$ cat src/hw/apw_defines.vh
// Constants for the host power, reset and watchdog sequencer
//------------------------------------------------------------
// Behaviour
// Outputs high impedance unless a pulse is active
// Pulse ends by releasing line, not driving
// Confirm held 4 s pulses reset 1 s
// After key reset, message, self reset, ignore commands
// Confirm 0.25 s while host off pulses power
// Cancel held 4 s pulses power, extend 5 s
// Blank option blanks display while host down
// Sense source byte: 1 internal, 0 pin 1
// Host rising sense reboots the device
// Mask bits select auto polarity and inversions
// Mask bits enable reset, power-up, power-down keys
// Pulse length in 1/32 s; 255 holds
// Mask and pulse settings saved as boot state
// Host configures general pin drive modes; no pin drive register is implemented here
// Timeout 0 disables; 1..255 arms watchdog
// Watchdog expiry resets host like key reset
// Watchdog off at power-up and after firing
// Readback gives mask and watchdog count
// Accepted command answers with acknowledge code; sense source and save writes leave the acknowledge unchanged
//------------------------------------------------------------
`ifndef APW_DEFINES_VH
`define APW_DEFINES_VH

// Clock and tick arithmetic: 125 MHz, 1/32 second tick
`define APW_CLK_HZ 125000000
// Cycles per tick, 125 MHz / 32, sized to the divider width
`define APW_TICK_DIV 22'd3906250
`define APW_TICK_W 22
// Times in 1/32 second ticks
`define APW_T_LONG_HOLD 8'd128
`define APW_T_SHORT_HOLD 8'd8
`define APW_T_RST_PULSE 8'd32
`define APW_T_EXTEND 8'd160
`define APW_T_SECOND 5'd31
`define APW_PULSE_DEF 8'd32
`define APW_PULSE_HOLD 8'hff

// Function mask bits
`define APW_B_AUTO 0
`define APW_B_RINV 1
`define APW_B_PINV 2
`define APW_B_BLANK 4
`define APW_B_KRST 5
`define APW_B_KPON 6
`define APW_B_KPOFF 7
`define APW_MASK_DEF 8'h00

// Register byte addresses
`define APW_A_MASK 12'h000
`define APW_A_PULSE 12'h004
`define APW_A_SENSE 12'h008
`define APW_A_WDOG 12'h00c
`define APW_A_STAT 12'h010
`define APW_A_ACK 12'h014
`define APW_A_SAVE 12'h018
`define APW_A_KEYS 12'h01c

// Command codes and acknowledge bit
`define APW_CMD_ATX 8'h1c
`define APW_CMD_WDOG 8'h1d
`define APW_ACK_BIT 8'h40

`endif

$ cat src/hw/apw_tick.v
// Divider making a one-cycle pulse every 1/32 second
`timescale 1ns/1ps
`default_nettype none
`include "apw_defines.vh"
module apw_tick #(
  parameter [`APW_TICK_W-1:0] DIV = `APW_TICK_DIV
) (
  // Clock and reset
  input wire clock,
  input wire rst,
  // Tick out
  output reg tick_ff
);
  reg [`APW_TICK_W-1:0] cnt_ff; // Cycle counter

  //------------------------------------------------------------
  // Free running divider
  //------------------------------------------------------------
  always @(posedge clock) begin
    if (rst) begin
      cnt_ff <= {`APW_TICK_W{1'b0}};
      tick_ff <= 1'b0;
    end else if (cnt_ff == DIV - 1'b1) begin
      cnt_ff <= {`APW_TICK_W{1'b0}};
      tick_ff <= 1'b1;
    end else begin
      cnt_ff <= cnt_ff + 1'b1;
      tick_ff <= 1'b0;
    end
  end
endmodule
`default_nettype wire

$ cat src/hw/apw_boot.v
// Boot state store for mask, pulse length and sense source
`timescale 1ns/1ps
`default_nettype none
`include "apw_defines.vh"
module apw_boot (
  // Clock and reset
  input wire clock,
  input wire rst,
  // Save port
  input wire save,
  input wire [7:0] mask_in,
  input wire [7:0] pulse_in,
  input wire sense_in,
  // Stored image, registered
  output reg [7:0] mask_ff,
  output reg [7:0] pulse_ff,
  output reg sense_ff
);
  //------------------------------------------------------------
  // Survives soft reboots; only the hard reset loads defaults
  //------------------------------------------------------------
  always @(posedge clock) begin
    if (rst) begin
      mask_ff <= `APW_MASK_DEF;
      pulse_ff <= `APW_PULSE_DEF;
      sense_ff <= 1'b1;
    end else if (save) begin
      mask_ff <= mask_in;
      pulse_ff <= pulse_in;
      sense_ff <= sense_in;
    end
  end
endmodule
`default_nettype wire

$ cat src/hw/apw_top.v
// Host power and reset sequencer with watchdog, APB slave
`timescale 1ns/1ps
`default_nettype none
`include "apw_defines.vh"
module apw_top #(
  parameter [`APW_TICK_W-1:0] TICK_DIV = `APW_TICK_DIV
) (
  // Clock and reset
  input wire clock,
  input wire rst,
  // APB slave
  input wire psel,
  input wire penable,
  input wire pwrite,
  input wire [11:0] paddr,
  input wire [31:0] pwdata,
  output reg [31:0] prdata,
  output reg pready,
  output reg pslverr,
  // Keys and sense inputs
  input wire key_confirm,
  input wire key_cancel,
  input wire sense_internal,
  input wire sense_gpio1,
  // Reset and power lines, three signals each
  input wire rst_line_in,
  output reg rst_line_out,
  output reg rst_line_oe,
  input wire pwr_line_in,
  output reg pwr_line_out,
  output reg pwr_line_oe,
  // Display control and device reboot
  output reg display_blank,
  output reg dev_reboot
);
  // State codes, one-hot
  localparam [4:0] S_IDLE = 5'b00001;
  localparam [4:0] S_RST = 5'b00010;
  localparam [4:0] S_PWR = 5'b00100;
  localparam [4:0] S_EXT = 5'b01000;
  localparam [4:0] S_BOOT = 5'b10000;

  wire tick; // 1/32 second enable
  wire [7:0] boot_mask;
  wire [7:0] boot_pulse;
  wire boot_sense;
  reg [7:0] mask_ff; // Live function mask
  reg [7:0] pulse_ff; // Power pulse length
  reg sense_sel_ff; // Sense source select
  reg [7:0] wd_ff; // Watchdog seconds left
  reg [4:0] wd_sub_ff; // Ticks within a second
  reg [7:0] ack_ff; // Last acknowledge code
  reg [4:0] st_ff; // Sequencer state
  reg [7:0] cnt_ff; // Pulse and extension counter
  reg [7:0] hold_ff; // Key hold counter
  reg host_prev_ff; // Sense one cycle back
  reg rst_pol_ff; // Drive level for reset
  reg pwr_pol_ff; // Drive level for power
  reg pwr_holdmode_ff; // Power pulse waits for sense change
  reg pwr_start_sense_ff; // Sense at pulse start
  reg save_ff; // Boot save strobe
  reg wd_fire; // Watchdog expiry this cycle
  reg [31:0] nxt_rdata;

  wire host_up = sense_sel_ff ? sense_internal : sense_gpio1;
  wire busy = (st_ff == S_RST) || (st_ff == S_BOOT);
  wire wr = psel && penable && pwrite && pready;
  wire rd_setup = psel && !penable;

  apw_tick #(
    .DIV(TICK_DIV)
  ) u_tick (
    .clock(clock),
    .rst(rst),
    .tick_ff(tick)
  );

  apw_boot u_boot (
    .clock(clock),
    .rst(rst),
    .save(save_ff),
    .mask_in(mask_ff),
    .pulse_in(pulse_ff),
    .sense_in(sense_sel_ff),
    .mask_ff(boot_mask),
    .pulse_ff(boot_pulse),
    .sense_ff(boot_sense)
  );

  //------------------------------------------------------------
  // APB slave: one wait-free access, ready in access phase
  //------------------------------------------------------------
  always @* begin
    nxt_rdata = 32'h0000_0000;
    case (paddr)
      `APW_A_MASK: nxt_rdata = {24'h000000, mask_ff};
      `APW_A_PULSE: nxt_rdata = {24'h000000, pulse_ff};
      `APW_A_SENSE: nxt_rdata = {31'h0, sense_sel_ff};
      `APW_A_WDOG: nxt_rdata = {24'h000000, wd_ff};
      `APW_A_STAT: nxt_rdata = {27'h0, st_ff};
      `APW_A_ACK: nxt_rdata = {24'h000000, ack_ff};
      `APW_A_KEYS: nxt_rdata = {28'h0, rst_line_in, pwr_line_in,
                                host_up, busy};
      default: nxt_rdata = 32'h0000_0000;
    endcase
  end

  always @(posedge clock) begin
    if (rst) begin
      pready <= 1'b0;
      prdata <= 32'h0000_0000;
      pslverr <= 1'b0;
    end else begin
      pready <= rd_setup;
      if (rd_setup) begin
        prdata <= nxt_rdata;
        // Unmapped or write to a status word is an error
        pslverr <= (paddr > `APW_A_KEYS) || (paddr[1:0] != 2'b00)
          || (pwrite && (paddr == `APW_A_STAT
          || paddr == `APW_A_ACK || paddr == `APW_A_KEYS))
          || (pwrite && busy);
      end
    end
  end

  //------------------------------------------------------------
  // Configuration registers; writes refused while busy
  //------------------------------------------------------------
  always @(posedge clock) begin
    if (rst || dev_reboot) begin
      // Reboot reloads the saved boot image
      mask_ff <= rst ? `APW_MASK_DEF : boot_mask;
      pulse_ff <= rst ? `APW_PULSE_DEF : boot_pulse;
      sense_sel_ff <= rst ? 1'b1 : boot_sense;
      ack_ff <= 8'h00;
      save_ff <= 1'b0;
    end else begin
      save_ff <= 1'b0;
      if (wr && !busy) begin
        case (paddr)
          `APW_A_MASK: begin
            mask_ff <= pwdata[7:0];
            ack_ff <= `APW_CMD_ATX | `APW_ACK_BIT;
          end
          `APW_A_PULSE: begin
            pulse_ff <= pwdata[7:0];
            ack_ff <= `APW_CMD_ATX | `APW_ACK_BIT;
          end
          `APW_A_SENSE: sense_sel_ff <= pwdata[0];
          `APW_A_WDOG: ack_ff <= `APW_CMD_WDOG | `APW_ACK_BIT;
          `APW_A_SAVE: save_ff <= pwdata[0];
          default: save_ff <= 1'b0;
        endcase
      end
    end
  end

  //------------------------------------------------------------
  // Watchdog: seconds counter, refreshed by each watchdog register write accepted while not busy
  //------------------------------------------------------------
  always @* begin
    wd_fire = (wd_ff == 8'h01) && tick && (wd_sub_ff == `APW_T_SECOND);
  end

  always @(posedge clock) begin
    if (rst || dev_reboot) begin
      wd_ff <= 8'h00;
      wd_sub_ff <= 5'd0;
    end else if (wr && !busy && paddr == `APW_A_WDOG) begin
      wd_ff <= pwdata[7:0];
      wd_sub_ff <= 5'd0;
    end else if (wd_fire) begin
      wd_ff <= 8'h00;
    end else if (tick && wd_ff != 8'h00) begin
      wd_sub_ff <= wd_sub_ff + 5'd1;
      if (wd_sub_ff == `APW_T_SECOND)
        wd_ff <= wd_ff - 8'h01;
    end
  end

  //------------------------------------------------------------
  // Key hold counter, cleared when the key lets go
  //------------------------------------------------------------
  wire key_any = host_up ? (key_confirm || key_cancel) : key_confirm;
  always @(posedge clock) begin
    if (rst || !key_any || st_ff != S_IDLE) begin
      hold_ff <= 8'h00;
    end else if (tick && hold_ff != 8'hff) begin
      hold_ff <= hold_ff + 8'h01;
    end
  end

  //------------------------------------------------------------
  // Sequencer for pulses, extension and self reboot
  //------------------------------------------------------------
  always @(posedge clock) begin
    if (rst) begin
      st_ff <= S_IDLE;
      cnt_ff <= 8'h00;
      // Start from the live sense so a host already up is no edge
      host_prev_ff <= host_up;
      rst_pol_ff <= 1'b0;
      pwr_pol_ff <= 1'b0;
      pwr_holdmode_ff <= 1'b0;
      pwr_start_sense_ff <= 1'b0;
      rst_line_oe <= 1'b0;
      rst_line_out <= 1'b0;
      pwr_line_oe <= 1'b0;
      pwr_line_out <= 1'b0;
      dev_reboot <= 1'b0;
      display_blank <= 1'b0;
    end else begin
      host_prev_ff <= host_up;
      dev_reboot <= 1'b0;
      // Blank tracks sense while option set
      display_blank <= mask_ff[`APW_B_BLANK] && !host_up;
      if (tick)
        cnt_ff <= cnt_ff + 8'h01;
      case (st_ff)
        S_IDLE: begin
          cnt_ff <= 8'h00;
          // Auto polarity: drive opposite of the idle line level
          rst_pol_ff <= mask_ff[`APW_B_AUTO] ? !rst_line_in
            : mask_ff[`APW_B_RINV];
          pwr_pol_ff <= mask_ff[`APW_B_AUTO] ? !pwr_line_in
            : mask_ff[`APW_B_PINV];
          pwr_holdmode_ff <= (pulse_ff == `APW_PULSE_HOLD);
          pwr_start_sense_ff <= host_up;
          if (host_up && !host_prev_ff) begin
            dev_reboot <= 1'b1;
          end else if (wd_fire || (host_up && key_confirm
              && mask_ff[`APW_B_KRST]
              && hold_ff == `APW_T_LONG_HOLD)) begin
            st_ff <= S_RST;
            rst_line_oe <= 1'b1;
            rst_line_out <= rst_pol_ff;
          end else if ((!host_up && key_confirm && mask_ff[`APW_B_KPON]
              && hold_ff == `APW_T_SHORT_HOLD)
              || (host_up && key_cancel && mask_ff[`APW_B_KPOFF]
              && hold_ff == `APW_T_LONG_HOLD)) begin
            st_ff <= S_PWR;
            pwr_line_oe <= 1'b1;
            pwr_line_out <= pwr_pol_ff;
          end
        end
        S_RST: begin
          if (cnt_ff == `APW_T_RST_PULSE) begin
            rst_line_oe <= 1'b0;
            rst_line_out <= 1'b0;
            st_ff <= S_BOOT;
          end
        end
        S_PWR: begin
          if (pwr_holdmode_ff ? (host_up != pwr_start_sense_ff)
              : (cnt_ff == pulse_ff)) begin
            cnt_ff <= 8'h00;
            if (pwr_start_sense_ff && key_cancel && !pwr_holdmode_ff) begin
              st_ff <= S_EXT;
            end else begin
              pwr_line_oe <= 1'b0;
              pwr_line_out <= 1'b0;
              st_ff <= pwr_start_sense_ff ? S_IDLE : S_BOOT;
            end
          end
        end
        S_EXT: begin
          if (!key_cancel || cnt_ff == `APW_T_EXTEND) begin
            pwr_line_oe <= 1'b0;
            pwr_line_out <= 1'b0;
            st_ff <= S_IDLE;
          end
        end
        S_BOOT: begin
          dev_reboot <= 1'b1;
          st_ff <= S_IDLE;
        end
        default: st_ff <= S_IDLE;
      endcase
    end
  end
endmodule
`default_nettype wire

$ cat config.mk
export PLATFORM = sky130hd
export DESIGN_NAME = apw_top
export DESIGN_NICKNAME = d
export VERILOG_FILES = /design/src/hw/apw_tick.v /design/src/hw/apw_boot.v /design/src/hw/apw_top.v
export VERILOG_INCLUDE_DIRS = /design/src /design/src/hw
export SDC_FILE = /design/constraint.sdc
export NUM_CORES = 1
export LEC_CHECK = 0
export BUFFER_PORTS_ARGS = -buffer_cell sky130_fd_sc_hd__buf_2
export CAP_MARGIN = 30
export CORE_MARGIN = 5
export CORE_UTILIZATION = 35
export DETAILED_ROUTE_END_ITERATION = 16
export PLACE_DENSITY_LB_ADDON = 0.1
export SLEW_MARGIN = 20
export SYNTH_ARGS = -nofsm -noshare
export SYNTH_HDL_FRONTEND = slang
export SYNTH_SLANG_ARGS = --single-unit
$ cat constraint.sdc
create_clock -name clock -period 2.95 [get_ports clock]
set_input_delay 0.1475 -clock clock [delete_from_list [all_inputs] [get_ports clock]]
set_output_delay 0.1475 -clock clock [all_outputs]
set_load 0.005 [all_outputs]
==> Flow_metrics.wiki <==
{| class="wikitable"
! Metric !! Value
|-
| Routed WL || 15100 µm
|-
| H-tree depth || 4
|-
| GRT Total Usage || between 10% and 20%
|-
| Main synth FF type || dfxtp_1
|-
| Critical path launch point || wd_sub_ff[0]
|-
| Post-CTS setup repair buffer count || 0
|-
| Hold Startpoint || pwrite
|-
| Total count of hold-check failures in the final report || 0
|-
| DP Area || slightly above 6000 µm²
|-
| Seq/Total Area, Yosys || between 40% and 50%
|-
| Number of buffers created by CTS || 17
|-
| Unrepaired setup endpoints after global routing || false
|-
| Setup violation total in the final timing report || 0
|-
| Count of inserted antenna diode cells || 0
|-
| Critical Setup Path Class || register to register
|-
| Relative max-transition margin || ~47%
|-
| Post-synth EDFFs || 17
|-
| Simple-gate area share of the yosys netlist || roughly 24%
|-
| Max Cap Violations || 0
|-
| Total number of yosys warnings || 0
|-
| Root Buffer || clkbuf_16
|-
| Main combinational cell family by area after synthesis || simple AND/OR/NAND/NOR gates
|-
| Final slew viol count || 0
|-
| Most frequent cell after synthesis || nor2_1
|-
| Overall via count from detail_route || approximately 4800
|-
| CP cell instances || ha_1 -> and3_1 -> ha_1 -> and3_1 -> and3_1 -> o21ba_2 -> or3_1 -> or2_0 -> a21oi_1
|-
| Final worst clock skew || 0.00845 ns
|-
| Post-DRT Antenna Nets || 0
|-
| Yosys top cell by area || dfxtp_1
|-
| Worst-skew pair later-pin latency || just over 0.4 ns
|-
| Wire length of the first global-routing pass || 24700 µm
|-
| Accumulated negative setup slack || 0 ns
|-
| Worst hold margin || ~0.036 ns
|-
| Clk buf depth || 2
|-
| Area of the core region || 16500 µm²
|-
| Net total in the final layout || roughly 800
|-
| Worst path required time || roughly 3.3 ns
|-
| Final critical path time including I/O delays and setup || 2.48 ns
|-
| Via-to-Cell Ratio || around 5.1
|-
| Via count of the first global-routing pass || around 4700
|-
| Area share of fa/ha/maj cells after synthesis || approximately 2.1%
|-
| Pwr Density || around 550 nW/µm²
|-
| Launch instance of the worst register-to-register path || wd_sub_ff[0]
|-
| Ys async rst share || 0%
|-
| Number of core rows || between 40 and 50
|-
| Routed WL per cell || around 16 µm
|-
| Type of destination of the critical path || register
|-
| Family of cells with the greatest summed delay on the critical path || simple AND/OR/NAND/NOR gates
|-
| Standby leakage power || 0.00256 µW
|-
| Clock tree from TritonCTS || built
|-
| Boundary pin count || 95
|-
| Share of cell area taken by muxes after synthesis || 5.71%
|-
| CTS resizes || 0
|-
| Area of the multi-input gates || ~3000 µm²
|-
| Average instance area after synthesis || around 8.8 µm²
|-
| Most area-consuming cells after synthesis || dfxtp_1 (34%), edfxtp_1 (8.8%), nor2_1 (6.6%), mux2i_1 (5.3%), xor2_1 (4.4%)
|-
| CTS clock-pin slew for the worst setup and hold paths || about 0.050 ns
|-
| Post-CTS Hold Buffers || 1
|-
| Complex-gate fraction of the synthesized area || 11.7%
|-
| IR Drop Worst-Case VDD || between 300 and 400 µV
|-
| Critical path peak fanout || 6
|-
| Fraction of final layout cells sized beyond drive strength 1 || between 10% and 20%
|-
| Die Footprint || around 19000 µm²
|-
| Slew at the pin closest to its max-slew limit || approximately 0.80 ns
|-
| Count of state elements after synthesis || around 120
|-
| Final core utilization || 41.0%
|-
| Crit path largest cell delay || roughly 0.4 ns
|-
| Number of distinct standard cells referenced by the synthesized netlist || between 60 and 70
|-
| TritonCTS sink count || 115
|-
| Die outline width || 139 µm
|-
| Buffers and inverters on the worst path || 0
|-
| Gr ovfl total || 0
|-
| Detailed-placement wirelength estimate || about 11000 µm
|-
| Die Ht || approximately 140 µm
|-
| Achievable clock frequency || 403 MHz
|-
| Netlist area before placement || roughly 5800 µm²
|-
| Drc violations || 0
|-
| Area fraction of the dominant cell type after synthesis || between 30% and 40%
|-
| Port Buf Inserts || 46
|-
| Number of antenna violations at the first check in global routing || 0
|-
| Area grow syn2layout || 15.7%
|-
| Arrival time worst endpoint || around 2.8 ns
|-
| Global placement routability congestion || 0.888
|-
| Largest net degree at the start of global routing || 47
|-
| Filler cell count || 1671
|-
| Most used standard cells in the synthesized netlist || nor2_1 (102), dfxtp_1 (98), nand2_1 (55)
|-
| Register Area || 2470 µm²
|-
| Outcome || finished, final reports clean
|-
| Initial Utilization || 35.4%
|-
| Worst min-delay path class || primary input to register
|-
| Share of the synthesized netlist area taken by xor and xnor gates || under 10%
|-
| Dominant cell type by count on the critical path || and3_1
|-
| Fraction of the cycle the final worst path needs || 84.1%
|-
| Number of search-and-repair iterations in the first detailed-routing pass || 4
|-
| Cell area after layout || 6740 µm²
|-
| Slowest library cell on the worst path || or3_1
|-
| Number of DRC violations after detailed-routing iteration 0 || between 400 and 500
|-
| CP startpoint kind || register
|-
| Cell count after synthesis || about 670
|}
[registers in the layout, summed over array words and instances, names as in the netlist, 8 cells and up]
| register | cells |
|---|---|
| cnt_ff | 8 |
| wd_ff | 8 |
| u_tick.cnt_ff | 22 |
| pulse_ff | 8 |
| hold_ff | 8 |
| prdata | 8 |
| u_boot.mask_ff | 8 |
| mask_ff | 8 |
| u_boot.pulse_ff | 8 |
[per-layer routing]
metal,vias to the layer above,part of all wire (%),track usage (%)
met5,-,0,0
met4,0,1.5,5.20
met3,19,4.8,4.38
met2,121,48,25.7
met1,2308,46,20.5
li1,2377,-,-
[worst register-to-register path, stage by stage, from the launching register on]
cell     delay [ns]
dfxtp_1        0.36
ha_1           0.17
and3_1         0.16
ha_1           0.19
and3_1         0.17
and3_1         0.35
o21ba_2        0.25
or3_1          0.40
or2_0          0.24
a21oi_1        0.12
[area by class of cell]
type	count	share of cell area, %
Clock inverter	7	0.519
Inverter	15	0.835
Clock buffer	23	7.09
Timing Repair Buffer	58	4.97
Sequential cell	115	36.7
Multi-Input combinational cell	506	45.8
Tap cell	220	4.08
[path summary, 6_finish.rpt]
| kind | depth (start not counted) | to | slack, ns |
|---|---|---|---|
| max | 9 | rst_line_out | 0.47 |
| min | 3 | pslverr | 0.04 |
| max reg2reg | 9 | rst_line_out | 0.47 |
| min reg2reg | 2 | ack_ff[0] | 0.46 |
[kinds of logic (layout without fill, tap and decap cells)]
| kind of cell | after synthesis | in the layout |
|---|---|---|
| flops | 115 | 115 |
| fa+ha+maj | 10 | 10 |
| compound gates | 102 | 102 |
| mux | 33 | 33 |
| xor+xnor | 50 | 50 |
| simple gates | 287 | 287 |
| buf+inv | 68 | 103 |
| other cells | 1 | 24 |
[through the flow]
stage               setup slack, ns  total power, µW  std cells
floorplan                     0.617             1830        689
global placement              0.509             1910        913
detailed placement            0.471             1910        913
CTS                           0.469             3730        944
global route                  0.311             3830        944
finish                        0.470             3680        944
[cell usage in the layout (no fill, tap or decap), types with 9 or more instances in the layout]
cell type,n
a21oi_1,37
a22oi_1,9
and3_1,11
buf_2,46
buf_4,10
clkbuf_16,17
conb_1,24
dfxtp_1,98
edfxtp_1,17
ha_1,10
inv_1,15
mux2i_1,31
nand2_1,55
nand2b_1,14
nand3_1,23
nand4_1,15
nor2_1,102
nor3_1,14
nor4_1,9
o21ai_0,14
xnor2_1,21
xor2_1,29
[report_power, final]
part           switching, µW  internal, µW  leakage [µW]  total (µW)
clock network            688          1120      0.000262        1800
logic                    126          77.1       0.00133         203
registers               46.0          1630      0.000964        1680
Note: power is estimated with default switching activity, not from simulation.
